<file path="config.mk">
export PLATFORM = sky130hd
export DESIGN_NAME = serial_dac_command_port
export DESIGN_NICKNAME = d
export VERILOG_FILES = /design/src/dac_port_pkg.sv /design/src/serial_dac_command_port.sv
export SDC_FILE = /design/constraint.sdc
export NUM_CORES = 1
export LEC_CHECK = 0
export BUFFER_PORTS_ARGS = -buffer_cell sky130_fd_sc_hd__buf_2
export CAP_MARGIN = 20
export CORE_MARGIN = 5
export CORE_UTILIZATION = 30
export CTS_BUF_LIST = sky130_fd_sc_hd__clkbuf_8
export DETAILED_ROUTE_END_ITERATION = 6
export PLACE_DENSITY = 0.46
export SLEW_MARGIN = 5
export SYNTH_ARGS = -nofsm -noshare
export SYNTH_HDL_FRONTEND = slang
export SYNTH_SLANG_ARGS = --single-unit
</file>
<file path="constraint.sdc">
create_clock -name sys_clk -period 4.93 [get_ports sys_clk]
set_clock_uncertainty 0.1 [all_clocks]
set_input_delay 0.2465 -clock sys_clk [delete_from_list [all_inputs] [get_ports sys_clk]]
set_output_delay 0.2465 -clock sys_clk [all_outputs]
set_load 0.05 [all_outputs]
</file>
<file path="src/dac_port_pkg.sv">
// constants for the serial converter command port
package dac_port_pkg;
  localparam int WORD_BITS = 16;
  localparam int CODE_BITS = 12;
  localparam int CMD_BITS = 4;
  localparam logic [3:0] CMD_SET_UPDATE = 4'h0;
  localparam logic [3:0] CMD_POWER = 4'hF;
  localparam logic [1:0] PWR_WAKE = 2'h0;
  localparam logic [1:0] PWR_FLOAT = 2'h1;
  localparam logic [1:0] PWR_1K = 2'h2;
  localparam logic [1:0] PWR_100K = 2'h3;
  localparam logic [11:0] CODE_RESET = 12'h000;
  localparam logic [1:0] TERM_RESET = PWR_100K;
  localparam logic [4:0] BIT_COUNT_FULL = 5'h10;
  localparam int WAKE_RECOVERY_NS = 8000;
  localparam int CLK_PERIOD_NS = 10;
  localparam int WAKE_RECOVERY_CYCLES = (WAKE_RECOVERY_NS + CLK_PERIOD_NS - 1) / CLK_PERIOD_NS;
endpackage

</file>
<file path="src/serial_dac_command_port.sv">
// serial command port and power control of a 12-bit voltage converter
`timescale 1ns/1ps
module serial_dac_command_port
  import dac_port_pkg::*;
(
  input wire logic sys_clk,
  input wire logic resetn,
  input wire logic frame_sel_n,
  input wire logic shift_clk,
  input wire logic serial_data,
  output logic [11:0] code_field,
  output logic powered_down,
  output logic [1:0] term_mode,
  output logic word_done,
  output logic wake_settling
);

  // ==========================================
  // input synchronisers
  logic [2:0] sel_sync_reg;
  logic [2:0] clk_sync_reg;
  logic [1:0] dat_sync_reg;

  always_ff @(posedge sys_clk) begin
    if (!resetn) begin
      sel_sync_reg <= 3'h7;
      clk_sync_reg <= 3'h0;
      dat_sync_reg <= 2'h0;
    end else begin
      sel_sync_reg <= {sel_sync_reg[1:0], frame_sel_n};
      clk_sync_reg <= {clk_sync_reg[1:0], shift_clk};
      dat_sync_reg <= {dat_sync_reg[0], serial_data};
    end
  end

  // edge detectors compare the second stage with the third; data uses the second
  logic sel_n;
  logic sel_fall;
  logic sel_rise;
  logic sclk_fall;
  assign sel_n = sel_sync_reg[1];
  assign sel_fall = sel_sync_reg[2] & ~sel_sync_reg[1];
  assign sel_rise = ~sel_sync_reg[2] & sel_sync_reg[1];
  // edge only
  // detection by transition works from either idle level
  assign sclk_fall = clk_sync_reg[2] & ~clk_sync_reg[1];

  // ==========================================
  // shifter
  logic [15:0] shift_reg;
  logic [4:0] count_reg;
  logic armed_reg;
  logic exec;

  always_ff @(posedge sys_clk) begin
    if (!resetn) begin
      shift_reg <= 16'h0000;
      count_reg <= 5'h00;
      armed_reg <= 1'b0;
    end else if (sel_fall) begin
      count_reg <= 5'h00;
      armed_reg <= 1'b1;
    end else if (sel_rise || sel_n) begin
      // partial word dropped; count only matters while armed
      armed_reg <= 1'b0;
    end else if (armed_reg && sclk_fall) begin
      shift_reg <= {shift_reg[14:0], dat_sync_reg[1]};
      count_reg <= count_reg + 5'h01;
      if (count_reg == BIT_COUNT_FULL - 5'h01) begin
        armed_reg <= 1'b0;
      end
    end
  end

  assign exec = armed_reg && !sel_n && !sel_fall && sclk_fall
    && (count_reg == BIT_COUNT_FULL - 5'h01);

  logic [15:0] word;
  assign word = {shift_reg[14:0], dat_sync_reg[1]};

  // ==========================================
  // command decoding
  // the word is only meaningful in the cycle that exec is high
  function automatic logic is_set_cmd(input logic [15:0] w);
    return w[15:12] == CMD_SET_UPDATE;
  endfunction

  function automatic logic is_power_cmd(input logic [15:0] w);
    return w[15:12] == CMD_POWER;
  endfunction

  function automatic logic is_wake_cmd(input logic [15:0] w);
    return is_power_cmd(w) && (w[1:0] == PWR_WAKE);
  endfunction

  // ==========================================
  // elaboration checks
  // the shifter assumes a 4-bit command above a 12-bit code
  if (WORD_BITS != CMD_BITS + CODE_BITS || CODE_BITS != 12) begin : g_bad_word
    $error("word layout does not match the shifter");
  end
  // the recovery counter is 11 bits wide
  if (WAKE_RECOVERY_CYCLES < 1 || WAKE_RECOVERY_CYCLES > 2047) begin : g_bad_wake
    $error("recovery count does not fit the counter");
  end

  // ==========================================
  // converter state
  logic [10:0] wake_cnt_reg;

  always_ff @(posedge sys_clk) begin
    if (!resetn) begin
      code_field <= CODE_RESET;
      powered_down <= 1'b1;
      term_mode <= TERM_RESET;
      word_done <= 1'b0;
    end else begin
      word_done <= exec;
      if (exec) begin
        if (is_set_cmd(word)) begin
          code_field <= word[11:0];
        end else if (is_power_cmd(word)) begin
          if (word[1:0] == PWR_WAKE) begin
            powered_down <= 1'b0;
          end else begin
            powered_down <= 1'b1;
            term_mode <= word[1:0];
          end
        end
      end
    end
  end

  always_ff @(posedge sys_clk) begin
    if (!resetn) begin
      wake_cnt_reg <= 11'h000;
    end else if (exec && is_wake_cmd(word)) begin
      wake_cnt_reg <= 11'(WAKE_RECOVERY_CYCLES);
    end else if (wake_cnt_reg != 11'h000) begin
      wake_cnt_reg <= wake_cnt_reg - 11'h001;
    end
  end
  assign wake_settling = (wake_cnt_reg != 11'h000);

  // ==========================================
  // checks
  a_code_load: assert property (@(posedge sys_clk) disable iff (!resetn)
    exec && is_set_cmd(word) |=> code_field == $past(word[11:0]))
    else $error("code not loaded");
  a_done_pulse: assert property (@(posedge sys_clk) disable iff (!resetn)
    word_done |=> !word_done)
    else $error("word done held too long");
  a_ignore_cmd: assert property (@(posedge sys_clk) disable iff (!resetn)
    exec && !is_set_cmd(word) && !is_power_cmd(word)
    |=> $stable(code_field) && $stable(powered_down) && $stable(term_mode))
    else $error("bad command changed state");
  a_keep_code: assert property (@(posedge sys_clk) disable iff (!resetn)
    !exec |=> $stable(code_field))
    else $error("code changed without word");
  a_wake_keep: assert property (@(posedge sys_clk) disable iff (!resetn)
    exec && is_wake_cmd(word) |=> $stable(code_field) && $stable(term_mode))
    else $error("wake changed code or termination");
  a_wake_cmd: assert property (@(posedge sys_clk) disable iff (!resetn)
    exec && is_wake_cmd(word) |=> !powered_down)
    else $error("wake failed");
  a_pd_mode: assert property (@(posedge sys_clk) disable iff (!resetn)
    exec && is_power_cmd(word) && !is_wake_cmd(word)
    |=> powered_down && term_mode == $past(word[1:0]))
    else $error("power-down mode wrong");
  a_drop_part: assert property (@(posedge sys_clk) disable iff (!resetn)
    sel_rise && armed_reg
    |=> !armed_reg && $stable(code_field) && $stable(powered_down) && $stable(term_mode))
    else $error("partial word not discarded");
  a_one_word: assert property (@(posedge sys_clk) disable iff (!resetn)
    exec |=> !armed_reg)
    else $error("shifter still armed after word");
  a_count_range: assert property (@(posedge sys_clk) disable iff (!resetn)
    count_reg <= BIT_COUNT_FULL)
    else $error("bit count ran past a word");
  a_reset_state: assert property (@(posedge sys_clk)
    !resetn |=> code_field == CODE_RESET && powered_down && term_mode == TERM_RESET)
    else $error("reset state wrong");
  a_wake_load: assert property (@(posedge sys_clk) disable iff (!resetn)
    exec && is_wake_cmd(word) |=> wake_cnt_reg == 11'(WAKE_RECOVERY_CYCLES))
    else $error("recovery count not loaded");
  a_wake_wait: assert property (@(posedge sys_clk) disable iff (!resetn)
    $rose(wake_settling) |-> wake_settling [*8])
    else $error("recovery too short");
  a_settle_end: assert property (@(posedge sys_clk) disable iff (!resetn)
    wake_cnt_reg == 11'h001 && !(exec && is_wake_cmd(word)) |=> !wake_settling)
    else $error("recovery did not end");
  a_frame_start: assert property (@(posedge sys_clk) disable iff (!resetn)
    sel_fall |=> armed_reg && count_reg == 5'h00)
    else $error("frame start missed");
  a_bit_count: assert property (@(posedge sys_clk) disable iff (!resetn)
    armed_reg && !sel_n && !sel_fall && sclk_fall
    |=> count_reg == $past(count_reg) + 5'h01)
    else $error("bit not counted");
  a_shift_in: assert property (@(posedge sys_clk) disable iff (!resetn)
    armed_reg && !sel_n && !sel_fall && sclk_fall
    |=> shift_reg[0] == $past(dat_sync_reg[1]))
    else $error("bit not shifted in");
endmodule

</file>
**After elaboration in Yosys (flattened, before gate mapping)**

Index checks and enable logic that the tools add are counted.

- Bitwise operators: 11
- Reduce and logical (&&, ||, !) cells: 24
- Eq/ne operators: 2
- $add $sub $neg: 2
- Multiplexer cells: 7

Operators by type and width:

| kind | number |
|---|---|
| $mux W10 | 2 |
| $reduce_bool A11 Y1 | 1 |
| $sub A11 B1 Y11 const B | 1 |
| $not A1 Y1 | 8 |
| $logic_and A1 B1 Y1 | 7 |
| $reduce_and A2 Y1 | 3 |
| $reduce_and A3 Y1 | 2 |
| $reduce_bool A3 Y1 | 2 |
| $add A5 B1 Y5 const B | 1 |
| $eq A5 B4 Y1 const B | 1 |
| $mux W1 | 5 |
| $eq A4 B4 Y1 const B | 1 |
| $logic_not A4 Y1 | 1 |
| $reduce_and A4 Y1 | 1 |
| $reduce_or A2 Y1 | 2 |
| $and A1 B1 Y1 | 3 |
| $logic_not A1 Y1 | 2 |
| $logic_not A2 Y1 | 1 |
| $reduce_bool A2 Y1 | 1 |
| $logic_or A1 B1 Y1 | 1 |

- Output and inout port bits: 17
- Input port bits: 5
- Bits in registers: 56
- Logic and storage cells: 58

**Logic depth before layout (Yosys ltp)**

- Word-level depth: 8
- Gate-level depth with buffers: 9
- Mapped depth without buffers: 7

**Worst setup path after synthesis**

No wires, ideal clock.

- Path kind: register to register
- Start point: register wake_cnt_reg[0]
- End point: register wake_cnt_reg[0]
- Clock period less this slack: 2.139 ns
- Arrival time: 1.917 ns
- Library setup time: 0.121 ns
- Path buffers: 0
- Setup slack: 2.791 ns
- Stages on the path, launching flop included: 7
- Data required time: 4.709 ns
- Cells stage by stage: dfxtp_1 > inv_1 > ha_1 > nor4b_1 > nand3_1 > xnor2_1 > nor2_1

- Longest elaborated chain between the ends: 1
- Elaborated cells between the ends (all ways): 2
- Those cells by class: add/sub: 1; reduce/logical: 1

Ends and longest elaborated chain:

| what | RTL line | text |
|---|---|---|
| start: declaration | serial_dac_command_port.sv:109 | `logic [10:0] wake_cnt_reg;` |
| start signal: assignment | serial_dac_command_port.sv:138 | `wake_cnt_reg <= 11'(WAKE_RECOVERY_CYCLES);` |
| start signal: assignment | serial_dac_command_port.sv:140 | `wake_cnt_reg <= wake_cnt_reg - 11'h001;` |
| $reduce_bool A11 Y1 | -- |  |
| net wake_settling | serial_dac_command_port.sv:15 | `output logic wake_settling` |

The timed path passes the listed nets, and every way through them passes these cells.
A chain may end at the register's enable or synchronous reset.

**Final worst setup path**

- Start point: register wake_cnt_reg[0]
- End point: output wake_settling

- Longest elaborated chain between the ends: 1

Ends and longest elaborated chain:

| what | RTL line | text |
|---|---|---|
| $reduce_bool A11 Y1 | serial_dac_command_port.sv:143 | `assign wake_settling = (wake_cnt_reg != 11'h000);` |
| end: declaration | serial_dac_command_port.sv:15 |  |

No other way between the ends.

==> run summary <==
Status -> finished clean
Pins Over Slew Limit -> 0
DPL Wire Length -> 2737 µm
Synth top cells by count -> dfxtp_1 (56), nand2_1 (37), nor2_1 (26)
P_int -> 744.1 µW
Worst Hold Class -> input pin to flip-flop
# setup viols final -> 0
Met2 usage -> 14.50%
Final min period -> 2.423 ns
Chip Width -> 94.77 µm
Sequential cell fraction of total power -> 48.3%
Cell breakdown of the critical path -> inv_1, ha_1, nor4b_1, nand3_1, buf_2
Slew margin rel. -> 30.05%
Worst EP required -> 4.58 ns
Total core area -> 0.007137 mm²
Leading area contributor after synthesis -> dfxtp_1
Die area -> 0.008981 mm²
Delay-heaviest family, CP -> simple AND/OR/NAND/NOR gates
WP depth -> 5
Final nets -> 260
CP max stage delay -> 0.53 ns
Max IR drop VDD -> 0.3981 mV
Switching power -> 377.0 µW
Crit path launch type -> flip-flop
Period utilization -> 49.14%
Asr flop ratio synth -> 0%
Largest register FFs -> 15
Synth top area cells -> dfxtp_1 (52%), mux2i_1 (7.0%), nand2_1 (6.4%)
GRT Util Overall -> 9.844%
PwrDens -> 460.2 mW/mm²
Syn Nets -> 241
TritonCTS clock tree -> yes
Residual DRC -> 0
CP arrival -> 2.08 ns
Share of layout cells above drive strength 1 -> 14.29%
Clock share of power -> 23.8%
Cell area after layout -> 0.002436 mm²
Most frequent cell after synthesis -> dfxtp_1
Ant diodes -> 0
Combinational share of power -> 27.9%
Crit path max fanout -> 5
Worst Reg-to-Reg Cells -> 7
Sw Share -> 33.63%
Leakage power -> 0.001003 µW
WL/cell -> 11.64 µm
Routed WL -> 4084 µm
Row cnt -> 31
GPL Wtd Cong -> 0.7023
Initial antenna violation count -> 0
Yosys warns -> 0
Port bufs -> 21
Number of global-route vias before repair -> 1492
CP max stage cell -> nor4b_1
GR Util met1 -> 13.52%
Element type at the critical path end -> primary output
Clock buffer count from CTS -> 5
Hold depth -> 2
Yosys reg bits -> 56
GRT met3 Usage -> 2.948%
Max Cap Viol -> 0
Worst path bufs/invs -> 2
Root Buffer -> clkbuf_8
Post-synth cell types -> 37
Vias -> 1603
Setup TNS -> 0 ns
Clock-pin slew on the worst setup and hold paths -> 0.10 ns
Vias per cell -> 4.567
Die Height -> 94.77 µm
Tightest Pin Transition -> 1.048 ns
H-tree depth -> 2
Setup bufs post-CTS -> 0
Gr ovfl total -> 0
Pwr Total -> 1121 µW
Register area share after synthesis -> 52.00%
Most crowded layer after global routing -> met2
Post-synth EDFFs -> 0
Top-area cell type share of the netlist area -> 52.00%
Critical Setup Path Class -> flip-flop to primary output
Largest net degree at the start of global routing -> 34
DR iter-0 viols -> 42
Post_cts resized -> 0
Layout area overhead -> 13.00%
F_max -> 0.4128 GHz
Top Ports -> 22
Post-Syn Area -> 0.002156 mm²
Final Hold Vio Count -> 0
Bufs on Longest Clock Path -> 2
Antenna-violating nets left -> 0
Placed Area -> 0.002342 mm²
Average footprint of a synthesized cell -> 9.292 µm²
Synth Flop Type -> dfxtp_1
RSZ-0062 raised after global routing -> no
First-pass GRT wire length -> 6982 µm
Clock sinks -> 56
Post-Synthesis Cells -> 232
Hold-fix buffers, CTS -> 0
Initial core utilization -> 30.21%
Drt pass-1 iters -> 4
Clock Latency Late Sink -> 0.31 ns
power groups by stage:
stage	clock (µW)	combinational (µW)	sequential (µW)
2_1_floorplan	0	267	541
3_3_place_gp	0	313	552
3_5_place_dp	0	313	551
4_1_cts	280	316	541
5_1_grt	300	354	550
6_report	267	313	541
area by class of cell:
class / count / area, µm²
Inverter: 6 / 22.52
Timing Repair Buffer: 22 / 112.6
Fill cell: 782 / 4701
Clock buffer: 5 / 68.82
Tap cell: 99 / 123.9
Clock inverter: 3 / 25.02
Sequential cell: 56 / 1121
Multi-Input combinational cell: 160 / 962.2
metal layers:
layer  vias up  wire length [µm]
li1        827                 -
met1       746              2123
met2        25              1717
met3         5               187
met4         0                56
met5         -                 0
cell families (layout without fill, tap and decap cells):
| logic type | after synthesis | count (layout) | share of synthesized area, % |
|---|---|---|---|
| simple gates | 100 | 100 | 23.45 |
| fa+ha+maj | 4 | 4 | 2.322 |
| xor+xnor | 6 | 6 | 2.438 |
| mux | 15 | 15 | 6.964 |
| buf+inv | 16 | 36 | 3.366 |
| compound gates | 35 | 35 | 9.460 |
| flops | 56 | 56 | 52.00 |
final timing paths:
kind | from | end | slack (ns)
hold reg to reg | sel_sync_reg[0] | sel_sync_reg[1] | 0.31
setup / recovery | wake_cnt_reg[0] | wake_settling | 2.51
setup reg to reg | count_reg[0] | code_field[11] | 2.69
hold / removal | frame_sel_n | sel_sync_reg[0] | 0.007
placed cells by master (no fill, tap or decap), types with 3 or more instances in the layout:
cell	count
dfxtp_1	56
clkbuf_8	5
ha_1	4
nand2b_1	4
mux2i_1	15
a211oi_1	3
inv_1	6
nand2_1	37
xnor2_1	4
or4_1	4
buf_2	21
nor2_1	26
o31ai_1	3
a21oi_1	23
or3_1	3
and2_1	7
per-stage QoR:
| step | setup slack, ns | cells | utilization (%) | hold slack [ns] |
|---|---|---|---|---|
| 6_report | 2.507 | 351 | 34.13 | 0.007397 |
| 3_3_place_gp | 2.721 | 343 | 32.82 | 0.2941 |
| 4_1_cts | 2.492 | 351 | 34.13 | 0.001182 |
| 2_1_floorplan | 2.791 | 232 | - | 0.2416 |
| 5_1_grt | 2.361 | 351 | 34.13 | 0.005923 |
| 3_5_place_dp | 2.656 | 343 | 32.82 | 0.2917 |
Note: power is estimated with default switching activity, not from simulation.
